`config.mk`:
```
export PLATFORM = sky130hd
export DESIGN_NAME = tcp_channel
export DESIGN_NICKNAME = d
export VERILOG_FILES = /design/src/tcp_pkg.sv /design/src/tcp_channel.sv
export VERILOG_INCLUDE_DIRS = /design/src
export SDC_FILE = /design/constraint.sdc
export NUM_CORES = 1
export LEC_CHECK = 0
export ABC_AREA = 1
export BUFFER_PORTS_ARGS = -buffer_cell sky130_fd_sc_hd__buf_2
export CAP_MARGIN = 20
export CELL_PAD_IN_SITES_DETAIL_PLACEMENT = 0
export CELL_PAD_IN_SITES_GLOBAL_PLACEMENT = 2
export CORE_AREA = 3 3 148 208
export DETAILED_ROUTE_END_ITERATION = 10
export DIE_AREA = 0 0 151 211
export GPL_ROUTABILITY_DRIVEN = 0
export GPL_TIMING_DRIVEN = 0
export PLACE_DENSITY_LB_ADDON = 0.1
export SLEW_MARGIN = 20
export SYNTH_ARGS = -nofsm -noshare
export SYNTH_HDL_FRONTEND = slang
export SYNTH_SLANG_ARGS = --single-unit
```
`constraint.sdc`:
```
create_clock -name ref_clk -period 3.7 [get_ports ref_clk]
set_input_delay 0.555 -clock ref_clk [delete_from_list [all_inputs] [get_ports ref_clk]]
set_output_delay 0.555 -clock ref_clk [all_outputs]
set_load 0.1 [all_outputs]
```
`src/tcp_defines.svh`:
```
// timer compare pwm channel: offsets, field positions, reset values, action pattern and axi responses
`ifndef TCP_DEFINES_SVH
`define TCP_DEFINES_SVH

// register byte offsets on the axi4-lite bus
`define TCP_OFF_CTRL    12'h000
`define TCP_OFF_TOP     12'h004
`define TCP_OFF_CMP     12'h008
`define TCP_OFF_COUNT   12'h00c
`define TCP_OFF_STATUS  12'h010
`define TCP_OFF_MASK    12'h014
`define TCP_OFF_ACTIVE  12'h018

// control register field positions
`define TCP_CTRL_RUN     0
`define TCP_CTRL_CMODE   1
`define TCP_CTRL_ACT_LO  2
`define TCP_CTRL_ACT_HI  4
`define TCP_CTRL_CMF_LO  5
`define TCP_CTRL_CMF_HI  6
`define TCP_CTRL_INV     7
`define TCP_CTRL_TRIG    8
`define TCP_CTRL_PS_LO   12
`define TCP_CTRL_PS_HI   15

// status bits
`define TCP_ST_OVF  0
`define TCP_ST_CMP  1

// reset values
`define TCP_CTRL_RST   32'h0000_0000
`define TCP_TOP_RST    16'hffff
`define TCP_CMP_RST    16'h0000
`define TCP_MIN        16'h0000

// pwm action field pattern 10x, low bit ignored
`define TCP_ACT_PWM    2'b10
// axi responses
`define TCP_RESP_OKAY   2'b00
`define TCP_RESP_SLVERR 2'b10

`endif

```
`src/tcp_pkg.sv`:
```
// timer compare pwm channel: shared types
package tcp_pkg;
   // count-mode field values
   typedef enum logic [1:0] {
      TCP_CM_AUTO = 2'b00,
      TCP_CM_EDGE = 2'b01,
      TCP_CM_PFC = 2'b10,
      TCP_CM_PC = 2'b11
   } tcp_cmode_t;
   // count direction, gray along up then down
   typedef enum logic {
      TCP_DIR_UP = 1'b0,
      TCP_DIR_DOWN = 1'b1
   } tcp_dir_t;
endpackage : tcp_pkg

```
`src/tcp_channel.sv`:
```
// timer compare pwm channel with 16-bit timer and axi4-lite register slave
`timescale 1ns/1ps
`default_nettype none
`include "tcp_defines.svh"

// How it works
// - compare works in every timer count mode
// - action only when compare within counted range
// - pwm when mode select 1, action 10x
// - compare value double-buffered, loads at update
// - polarity selectable, normal or inverted
// - count mode picks edge or centre aligned
// - resolution follows top, 2 to 16 bits
// - centre mode counts up, down; centred on top
// - top reload buffered, takes effect at underflow or edge wrap
// - centre frequency clock over 2*top*(ps+1)
// - duty cmp/top centre, cmp/(top+1) edge; inverted the remainder of the period
// - cmp at or above top: constant level
// - cmp zero: constant opposite level
// - mode 10 loads and flags underflow only
// - mode 11 loads and flags underflow and top
module tcp_channel (
   input wire logic ref_clk,
   input wire logic rst,
   // axi4-lite write address
   input wire logic [11:0] s_axi_awaddr,
   input wire logic s_axi_awvalid,
   output logic s_axi_awready,
   // axi4-lite write data
   input wire logic [31:0] s_axi_wdata,
   input wire logic [3:0] s_axi_wstrb,
   input wire logic s_axi_wvalid,
   output logic s_axi_wready,
   // axi4-lite write response
   output logic [1:0] s_axi_bresp,
   output logic s_axi_bvalid,
   input wire logic s_axi_bready,
   // axi4-lite read address
   input wire logic [11:0] s_axi_araddr,
   input wire logic s_axi_arvalid,
   output logic s_axi_arready,
   // axi4-lite read data
   output logic [31:0] s_axi_rdata,
   output logic [1:0] s_axi_rresp,
   output logic s_axi_rvalid,
   input wire logic s_axi_rready,
   // channel output pin and interrupt
   output logic pwmOut,
   output logic irq
);
   import tcp_pkg::*;

   ////////////////////////////////////////////////////////////////////////////
   // registers
   logic [31:0] ctrl_q;        // control bits
   logic [15:0] topBuf_q;      // top value written by software
   logic [15:0] topAct_q;      // top value in use
   logic [15:0] cmpBuf_q;      // compare value written by software
   logic [15:0] cmpAct_q;      // compare value in use
   logic [15:0] count_q;       // timer count
   logic [3:0] psCnt_q;        // prescaler counter
   tcp_dir_t dir_q;            // count direction in centre modes
   logic [1:0] status_q;       // sticky event bits
   logic [1:0] mask_q;         // interrupt mask
   logic pwm_q;                // output flop

   // bus handshake state
   logic awHeld_q;             // write address captured
   logic wHeld_q;              // write data captured
   logic [11:0] awAddr_q;
   logic [31:0] wData_q;
   logic [3:0] wStrb_q;
   logic bValid_q;
   logic rValid_q;
   logic [31:0] rData_q;
   logic [1:0] rResp_q;
   logic [1:0] bResp_q;

   // control field decode
   logic run;
   logic cmpMode;
   logic [2:0] action;
   tcp_cmode_t cmode;
   logic inv;
   logic [3:0] prescale;
   assign run = ctrl_q[`TCP_CTRL_RUN];
   assign cmpMode = ctrl_q[`TCP_CTRL_CMODE];
   assign action = ctrl_q[`TCP_CTRL_ACT_HI:`TCP_CTRL_ACT_LO];
   assign cmode = tcp_cmode_t'(ctrl_q[`TCP_CTRL_CMF_HI:`TCP_CTRL_CMF_LO]);
   assign inv = ctrl_q[`TCP_CTRL_INV];
   assign prescale = ctrl_q[`TCP_CTRL_PS_HI:`TCP_CTRL_PS_LO];

   // merge a bus word into a 32-bit register under byte strobes
   function automatic logic [31:0] mergeStrb(input logic [31:0] old,
                                             input logic [31:0] data,
                                             input logic [3:0] strb);
      logic [31:0] res;
      res = old;
      for (int i = 0; i < 4; i++) begin
         if (strb[i]) begin
            res[i*8 +: 8] = data[i*8 +: 8];
         end
      end
      return res;
   endfunction : mergeStrb

   ////////////////////////////////////////////////////////////////////////////
   // timer engine
   logic tick;           // prescaled count enable
   logic centre;         // symmetric mode selected
   logic pwmOn;          // channel in pwm operation
   logic atTop;
   logic atOne;          // last down step before the minimum
   logic centreHigh;     // centre mode level before polarity
   logic wrapEdge;       // edge mode wrap from top to min
   logic underflow;      // centre mode reaches min going down
   logic topTurn;        // centre mode turns at top
   logic cmpLoad;        // compare double-buffer update point
   logic ovfEvent;       // overflow flag event
   logic cmpHit;         // compare match inside counted range

   assign pwmOn = cmpMode && (action[2:1] == `TCP_ACT_PWM);
   assign centre = cmode[1];
   assign tick = run && (psCnt_q == prescale);
   assign atTop = (count_q >= topAct_q);
   assign atOne = (count_q == 16'h0001);
   assign wrapEdge = tick && !centre && atTop;
   assign topTurn = tick && centre && (dir_q == TCP_DIR_UP) && atTop;
   assign underflow = tick && centre && (dir_q == TCP_DIR_DOWN) && atOne;
   // up-count above top-cmp and down-count at or above it give 2*cmp ticks around top
   assign centreHigh = (dir_q == TCP_DIR_UP) ? (count_q > topAct_q - cmpAct_q)
                                             : (count_q >= topAct_q - cmpAct_q);
   // mode 10 loads only at underflow, mode 11 at both turns
   assign cmpLoad = wrapEdge || underflow || (topTurn && cmode == TCP_CM_PC);
   assign ovfEvent = wrapEdge || underflow || (topTurn && cmode == TCP_CM_PC);
   // a match only exists when the compare value is inside 0..top
   assign cmpHit = tick && (count_q == cmpAct_q) && (cmpAct_q <= topAct_q);

   // prescaler divides the clock into count ticks
   always_ff @(posedge ref_clk) begin
      if (rst || !run || tick) begin
         psCnt_q <= 4'h0;
      end else begin
         psCnt_q <= psCnt_q + 4'h1;
      end
   end

   // counter: edge mode wraps at top, centre mode climbs then falls
   always_ff @(posedge ref_clk) begin
      if (rst) begin
         count_q <= `TCP_MIN;
         dir_q <= TCP_DIR_UP;
      end else if (tick) begin
         if (!centre) begin
            count_q <= atTop ? `TCP_MIN : count_q + 16'h0001;
            dir_q <= TCP_DIR_UP;
         end else if (dir_q == TCP_DIR_UP) begin
            if (atTop) begin
               // turning on the tick that sees top keeps top for a single tick
               dir_q <= TCP_DIR_DOWN;
               count_q <= count_q - 16'h0001;
            end else begin
               count_q <= count_q + 16'h0001;
            end
         end else begin
            count_q <= count_q - 16'h0001;
            if (count_q == 16'h0001) begin
               dir_q <= TCP_DIR_UP;
            end
         end
      end
   end

   // top double buffer: follows while stopped, new period at underflow or edge wrap
   // loading only at a turn means a write never cuts a running period short
   always_ff @(posedge ref_clk) begin
      if (rst) begin
         topAct_q <= `TCP_TOP_RST;
      end else if (!run || wrapEdge || underflow) begin
         topAct_q <= topBuf_q;
      end
   end

   // compare double buffer; outside pwm it follows at once
   always_ff @(posedge ref_clk) begin
      if (rst) begin
         cmpAct_q <= `TCP_CMP_RST;
      end else if (!run || !pwmOn || cmpLoad) begin
         cmpAct_q <= cmpBuf_q;
      end
   end

   // output level: edge count below compare or centre decode is high, then polarity applied
   always_ff @(posedge ref_clk) begin
      if (rst) begin
         pwm_q <= 1'b0;
      end else if (pwmOn) begin
         if (cmpAct_q >= topAct_q) begin
            pwm_q <= !inv;
         end else if (cmpAct_q == `TCP_MIN) begin
            pwm_q <= inv;
         end else begin
            // edge mode high while count below compare, centre mode as decoded above
            pwm_q <= (centre ? centreHigh : (count_q < cmpAct_q)) ^ inv;
         end
      end else begin
         pwm_q <= inv;
      end
   end
   assign pwmOut = pwm_q;

   ////////////////////////////////////////////////////////////////////////////
   // interrupts: set wins over write-one clear
   always_ff @(posedge ref_clk) begin
      if (rst) begin
         status_q <= 2'b00;
      end else begin
         if (bValid_q == 1'b0 && awHeld_q && wHeld_q && awAddr_q == `TCP_OFF_STATUS
             && wStrb_q[0]) begin
            status_q <= status_q & ~wData_q[1:0];
         end
         if (ovfEvent) begin
            status_q[`TCP_ST_OVF] <= 1'b1;
         end
         if (cmpHit) begin
            status_q[`TCP_ST_CMP] <= 1'b1;
         end
      end
   end
   assign irq = |(status_q & mask_q);

   ////////////////////////////////////////////////////////////////////////////
   // axi4-lite write path: address and data taken in either order
   logic doWrite;
   assign doWrite = awHeld_q && wHeld_q && !bValid_q;
   assign s_axi_awready = !awHeld_q;
   assign s_axi_wready = !wHeld_q;

   // capture address and data, release after the response
   always_ff @(posedge ref_clk) begin
      if (rst) begin
         awHeld_q <= 1'b0;
         wHeld_q <= 1'b0;
         awAddr_q <= 12'h000;
         wData_q <= 32'h0000_0000;
         wStrb_q <= 4'h0;
      end else begin
         if (s_axi_awvalid && !awHeld_q) begin
            awHeld_q <= 1'b1;
            awAddr_q <= s_axi_awaddr;
         end
         if (s_axi_wvalid && !wHeld_q) begin
            wHeld_q <= 1'b1;
            wData_q <= s_axi_wdata;
            wStrb_q <= s_axi_wstrb;
         end
         if (bValid_q && s_axi_bready) begin
            awHeld_q <= 1'b0;
            wHeld_q <= 1'b0;
         end
      end
   end

   // bus word merged into each narrow register; the cut to width is made at the write
   logic [31:0] topMerged;
   logic [31:0] cmpMerged;
   logic [31:0] maskMerged;
   assign topMerged = mergeStrb({16'h0000, topBuf_q}, wData_q, wStrb_q);
   assign cmpMerged = mergeStrb({16'h0000, cmpBuf_q}, wData_q, wStrb_q);
   assign maskMerged = mergeStrb({30'h0, mask_q}, wData_q, wStrb_q);

   // register writes
   always_ff @(posedge ref_clk) begin
      if (rst) begin
         ctrl_q <= `TCP_CTRL_RST;
         topBuf_q <= `TCP_TOP_RST;
         cmpBuf_q <= `TCP_CMP_RST;
         mask_q <= 2'b00;
      end else if (doWrite) begin
         case (awAddr_q)
            `TCP_OFF_CTRL: ctrl_q <= mergeStrb(ctrl_q, wData_q, wStrb_q) & 32'h0000_f1ff;
            `TCP_OFF_TOP: topBuf_q <= topMerged[15:0];
            `TCP_OFF_CMP: cmpBuf_q <= cmpMerged[15:0];
            `TCP_OFF_MASK: mask_q <= maskMerged[1:0];
            default: ;
         endcase
      end
   end

   // write response; unmapped or read-only offsets answer slverr
   always_ff @(posedge ref_clk) begin
      if (rst) begin
         bValid_q <= 1'b0;
         bResp_q <= `TCP_RESP_OKAY;
      end else if (doWrite) begin
         bValid_q <= 1'b1;
         case (awAddr_q)
            `TCP_OFF_CTRL, `TCP_OFF_TOP, `TCP_OFF_CMP, `TCP_OFF_STATUS,
            `TCP_OFF_MASK: bResp_q <= `TCP_RESP_OKAY;
            default: bResp_q <= `TCP_RESP_SLVERR;
         endcase
      end else if (s_axi_bready) begin
         bValid_q <= 1'b0;
      end
   end
   assign s_axi_bvalid = bValid_q;
   assign s_axi_bresp = bResp_q;

   ////////////////////////////////////////////////////////////////////////////
   // axi4-lite read path: one cycle after the address is taken
   assign s_axi_arready = !rValid_q;
   always_ff @(posedge ref_clk) begin
      if (rst) begin
         rValid_q <= 1'b0;
         rData_q <= 32'h0000_0000;
         rResp_q <= `TCP_RESP_OKAY;
      end else if (s_axi_arvalid && !rValid_q) begin
         rValid_q <= 1'b1;
         rResp_q <= `TCP_RESP_OKAY;
         case (s_axi_araddr)
            `TCP_OFF_CTRL: rData_q <= ctrl_q;
            `TCP_OFF_TOP: rData_q <= {16'h0000, topBuf_q};
            `TCP_OFF_CMP: rData_q <= {16'h0000, cmpBuf_q};
            `TCP_OFF_COUNT: rData_q <= {15'h0000, dir_q, count_q};
            `TCP_OFF_STATUS: rData_q <= {30'h0, status_q};
            `TCP_OFF_MASK: rData_q <= {30'h0, mask_q};
            `TCP_OFF_ACTIVE: rData_q <= {topAct_q, cmpAct_q};
            default: begin
               rData_q <= 32'h0000_0000;
               rResp_q <= `TCP_RESP_SLVERR;
            end
         endcase
      end else if (s_axi_rready) begin
         rValid_q <= 1'b0;
      end
   end
   assign s_axi_rvalid = rValid_q;
   assign s_axi_rdata = rData_q;
   assign s_axi_rresp = rResp_q;

endmodule : tcp_channel
`default_nettype wire

```
# Word-level counts from Yosys, hierarchy flattened
# Index checks and enable logic that the tools add are counted.
[totals]
register_bits = 173
inputBits = 67
wordCells = 135
[op_classes]
n_eq_ne = 15
magnitude_cmp = 6
bitwise = 6
mux = 23
n_reduce_logical = 56
n_addsub = 4
[op_table]
columns = ["cell", "count"]
rows = [
  ["32-bit one-hot mux with 7 select lines", 1],
  ["16-bit two-way mux", 4],
  ["12-bit by 5-bit equality test with 1-bit output, second input constant", 5],
  ["16-bit greater-or-equal comparator", 3],
  ["12-bit by 4-bit equality test with 1-bit output, second input constant", 3],
  ["12-bit by 3-bit equality test with 1-bit output, second input constant", 2],
  ["12-bit logical NOT", 2],
  ["1-bit logical AND", 22],
  ["3-bit AND reduction", 7],
  ["16-bit by 1-bit adder with 16-bit output, second input constant", 1],
  ["16-bit by 1-bit equality test with 1-bit output, second input constant", 1],
  ["16-bit equality test", 1],
  ["16-bit greater-than comparator", 1],
  ["16-bit less-or-equal comparator", 1],
  ["16-bit logical NOT", 1],
  ["16-bit less-than comparator", 1],
  ["16-bit by 1-bit subtractor with 16-bit output, second input constant", 1],
  ["16-bit subtractor", 1],
  ["1-bit two-way mux", 15],
  ["1-bit logical NOT", 8],
  ["1-bit logical OR", 8],
  ["2-bit nonzero test", 4],
  ["7-bit OR reduction", 1],
  ["2-bit two-way mux", 3],
  ["other kinds (9)", 13],
]

# Longest topological paths before layout
[depth]
ltp_word = 8
ltp_mapped = 22

# Least setup slack after synthesis
# Ideal clock, no wire load.
[synth_timing]
path_type = "register -> register"
startpoint = "register topAct_q[0]"
endpoint = "register pwm_q, in the netlist pwmOut"
slack_ns = 0.679
t_arrival_ns = 2.906
path_stages_with_launch = 23
required_time_ns = 3.585
path_cell_list = "dfxtp_1 > inv_1 > ha_1 > fa_1 > nand3b_1 > nand2_1 > and2_1 > nor2_1 > o21bai_1 > a31oi_1 > xor2_1 > ha_1 > nand2_1 > nor4_1 > nand2_1 > nand2_1 > nand2_1 > nand2_1 > nand2_1 > nand2_1 > nand3_1 > nand2_1 > nor2_1"
[synth_via]
elab_chain_len = 8
elab_cells_between_ends = 10
cone_classes = "add/sub: 1; order compare: 3; mux: 5; bitwise: 1"
[synth_lines]
columns = ["item", "line", "text"]
rows = [
  ["start: declaration", "tcp_channel.sv:57", "logic [15:0] topAct_q;"],
  ["start signal: assignment", "tcp_channel.sv:178", "topAct_q <= `TCP_TOP_RST;"],
  ["start signal: assignment", "tcp_channel.sv:180", "topAct_q <= topBuf_q;"],
  ["16-bit subtractor", "tcp_channel.sv:131, tcp_channel.sv:132", ""],
  ["16-bit greater-than comparator / 16-bit greater-or-equal comparator (equally long branches)", "tcp_channel.sv:131, tcp_channel.sv:132", ""],
  ["1-bit two-way mux", "tcp_channel.sv:131", "assign centreHigh = (dir_q == TCP_DIR_UP) ? (count_q > topAct_q - cmpAct_q)"],
  ["1-bit two-way mux", "tcp_channel.sv:204", "pwm_q <= (centre ? centreHigh : (count_q < cmpAct_q)) ^ inv;"],
  ["1-bit bitwise XOR", "tcp_channel.sv:204", ""],
  ["1-bit two-way mux", "tcp_channel.sv:200", "end else if (cmpAct_q == `TCP_MIN) begin"],
  ["1-bit two-way mux (*)", "tcp_channel.sv:198", "if (cmpAct_q >= topAct_q) begin"],
  ["1-bit two-way mux (*)", "tcp_channel.sv:197", "end else if (pwmOn) begin"],
  ["end signal: assignment", "tcp_channel.sv:199", "pwm_q <= !inv;"],
  ["end signal: assignment", "tcp_channel.sv:201", "pwm_q <= inv;"],
  ["end signal: assignment", "tcp_channel.sv:204", ""],
  ["end: declaration", "tcp_channel.sv:65", "logic pwm_q;"],
]
# Mark *: on every way between the ends. The rest lies on a longest branch, timed or not.
# A chain may end at the register's enable or synchronous reset.

# Worst setup path in the final report
[layout_timing]
startpoint = "register cmpAct_q[1]"
endpoint = "register pwm_q, in the netlist pwmOut"
[layout_via]
elab_chain_len = 8
elab_cells_between_ends = 12
cone_classes = "add/sub: 1; order compare: 4; mux: 5; bitwise: 1; reduce/logical: 1"
[layout_lines]
columns = ["item", "line", "text"]
rows = [
  ["start: declaration", "tcp_channel.sv:59", "logic [15:0] cmpAct_q;"],
  ["start signal: assignment", "tcp_channel.sv:187", "cmpAct_q <= `TCP_CMP_RST;"],
  ["start signal: assignment", "tcp_channel.sv:189", "cmpAct_q <= cmpBuf_q;"],
  ["16-bit subtractor", "tcp_channel.sv:131, tcp_channel.sv:132", ""],
  ["16-bit greater-than comparator / 16-bit greater-or-equal comparator (equally long branches)", "tcp_channel.sv:131, tcp_channel.sv:132", ""],
  ["1-bit two-way mux", "tcp_channel.sv:131", ""],
  ["1-bit two-way mux", "tcp_channel.sv:204", ""],
  ["1-bit bitwise XOR", "tcp_channel.sv:204", ""],
  ["1-bit two-way mux", "tcp_channel.sv:200", ""],
  ["1-bit two-way mux (*)", "tcp_channel.sv:198", ""],
  ["1-bit two-way mux (*)", "tcp_channel.sv:197", ""],
]
# Marked as above.

==> reports/metrics.csv <==
metric,value,unit
outcome,"finished, final reports clean",
antenna-violating nets left,0,
Synth Instances,1380,
Clock H-tree levels,4,
core area,29070,sq um
global route overflow,0,
Root Driver,clkbuf_16,
initial antenna violation count,0,
reg-to-reg endpoint,pwmOut,
Total Routed Length,36340,um
Ys Warns,0,
post-route insts no fill,1884,
DRT iter0 DRCs,413,
Final Util,0.3934,
CP required,4030,ps
routed vias/inst,5.023,
final setup vio count,0,
post-synthesis cell area,9824,sq um
Die H,211,um
Slew headroom,0.4646,
Worst Hold Slack,324.1,ps
drt pass-1 iters,5,
Max VDD drop,0.3498,mV
Max Freq,294.7,MHz
HP Start,s_axi_wdata[10],
global-route wire length before repair,55510,um
share of cells above drive strength 1,0.1297,
"Avg Cell Area, Syn",7.119,sq um
"top cells by area, synth","dfxtp_1 35%, nand2_1 8.7%, ha_1 8.7%",
"EDFF count, synth",0,
largest area contributor in the netlist,dfxtp_1,
sequential area share after synthesis,0.3484,
Hold Path Stages,3,
share of power burned in registers,0.451,
most numerous cell in the Yosys netlist,nand2_1,
P per Cell Area,371.3,nW/um^2
share of the synthesized area in the top cell type,0.3484,
Inst Count DP,1849,
Final Hold Vio Count,0,
Num CTS Buffers,17,
area grow syn2layout,16.40,%
leakage power,5.093,nW
"flops & latches, synth",171,
Avg WL per Cell,19.29,um
CP max FO,4,
HPWL after DPL,29440,um
crit path kind,reg2reg,
worst skew pair latency,450,ps
WP data arrival,3730,ps
Final Cycle Share,0.9172,
critical path launch point type,flop,
Comb power frac,0.089,
actual slew at the worst max-slew pin,803.1,ps
Clock Sinks,171,
Clk network pwr share,0.460,
switch share,0.2611,
worst reg-to-reg path cell count,21,
Total GRT Usage,0.2329,
crit end category,flop,
RSZ-0062 raised after global routing,false,
TritonCTS clock tree,yes,
Via Count,9463,
most used flip-flop cell after synthesis,dfxtp_1,
final net count,1627,
DIE WIDTH,151,um
Rows,74,
Critical R2R Launch,cmpAct_q[1],
skew final,13.07,ps
"Clk pin slew, worst setup/hold paths",70,ps
die area,31860,sq um
vias in the first global route,9325,
Worst Hold End,wData_q[10],
Initial Util,0.3379,
cell internal pwr,3.138,mW
fraction of registers with async set/reset,0,
most frequent cells after synthesis,"227 x nand2_1, 171 x dfxtp_1, 142 x inv_1",
IO Port Bufs,88,
worst reg2reg setup slack,310,ps
largest net degree at the start of global routing,17,
Max Cap Viol,0,
Ports,110,
Yosys cell types,50,
HP Class,in2reg,
sw power,1.109,mW
Antenna Cells,0,
deepest clock path buffer count,2,
Final Critical Period,3394,ps
Final Max Slew Viols,0,
Residual DRC,0,
==> per-stage QoR <==
| stage | area [sq um] | setup slack, ps | power, mW | TNS, ps |
|---|---|---|---|---|
| after global routing | 11440 | 11.17 | 4.398 | 0 |
| after floorplan | 9828 | 679.1 | 2.217 | 0 |
| final | 11440 | 306.4 | 4.246 | 0 |
| after global placement | 10740 | -46.92 | 2.339 | -46.92 |
| after detailed placement | 10740 | -32.84 | 2.339 | -32.84 |
| after CTS | 11380 | 46.11 | 4.305 | 0 |
==> kinds of logic (layout without fill, tap and decap cells) <==
logic type                 after synthesis  in the layout  synth area share
AOI/OAI and AO/OA                      332            332            0.1829
xor gates and xnor gates                36             36           0.03209
adders and majority gates               69             69           0.08864
buffers and inverters                  230            353           0.09679
DFF                                    171            171            0.3484
other                                    1              2         0.0003817
and+or+nand+nor                        541            541            0.2508
==> worst max-delay path, cell delays in order, from the launching register on <==
cell	delay [ps]
dfxtp_1	430
inv_1	180
ha_1	310
nand2_1	80
o21ai_2	190
a21oi_2	110
o21ai_4	230
a21oi_2	110
o211ai_1	180
nand2_1	70
ha_1	290
nand2_1	100
nor2_2	150
nand4_1	180
nor2_1	140
nor2_1	50
nand2_1	80
nand2_1	50
nand2_1	110
nand3_1	80
nand2_1	70
nor2_1	70
==> repair_timing <==
| action | CTS | global route |
|---|---|---|
| setup buffers | 0 | 3 |
| pin swaps | 0 | 7 |
| endpoints found under the setup margin | 1 | 1 |
| hold buffers | 0 | 0 |
| hold endpoints to repair | 0 | 0 |
| resized for setup | 2 | 12 |
==> layout make-up <==
class | count | area [sq um]
buffer | 60 | 307.8
clock buffer | 23 | 467.9
clock inverter | 9 | 158.9
fill | 3231 | 17640
inverter | 170 | 643.1
multi-input combinational | 980 | 5495
sequential | 171 | 3425
tap | 380 | 475.5
timing repair buffer | 91 | 462.9
==> how the worst max path moves through the flow <==
stage | endpoint | startpoint | slack, ps | cells after the start
global placement | pwmOut | topAct_q[0] | -50 | 21
finish | pwmOut | cmpAct_q[1] | 310 | 21
global route | pwmOut | cmpAct_q[1] | 10 | 20
CTS | pwmOut | topAct_q[0] | 50 | 22
floorplan | pwmOut | topAct_q[0] | 680 | 22
detailed placement | pwmOut | topAct_q[0] | -30 | 22
==> layout by cell type, fill, tap and decap left out, types with 15 or more instances in the layout <==
cell / count
clkbuf_16: 17
buf_2: 96
nand2_1: 226
clkbuf_1: 42
dfxtp_1: 170
inv_1: 141
a21oi_1: 137
inv_2: 15
nor2_1: 122
ha_1: 67
nand3_1: 92
o21ai_0: 116
o22ai_1: 17
xor2_1: 30
nand4_1: 46
o21ai_1: 19
==> power groups by stage <==
stage          combinational (mW)  sequential (mW)  clock, mW
4_1_cts                     0.383             1.92       2.01
6_report                    0.377             1.92       1.95
2_1_floorplan               0.169             2.05          0
5_1_grt                     0.413             1.92       2.06
3_3_place_gp                0.382             1.96          0
3_5_place_dp                0.382             1.96          0
==> per-layer routing <==
| layer | global-route usage | wire [um] | up-vias |
|---|---|---|---|
| met4 | 0.09543 | 1243 | 0 |
| li1 | - | - | 4864 |
| met1 | 0.2677 | 14640 | 4352 |
| met3 | 0.02576 | 1097 | 59 |
| met5 | 0 | 0 | - |
| met2 | 0.4322 | 19360 | 188 |
==> state kept, by name (all words and copies together) (netlist names), 2 cells and up <==
name,count
wStrb_q,2
cmpBuf_q,16
psCnt_q,4
status_q,2
wData_q,16
count_q,16
awAddr_q,12
ctrl_q,13
topBuf_q,16
cmpAct_q,16
s_axi_rdata,32
topAct_q,16
mask_q,2
(Power assumes the default switching activity.)
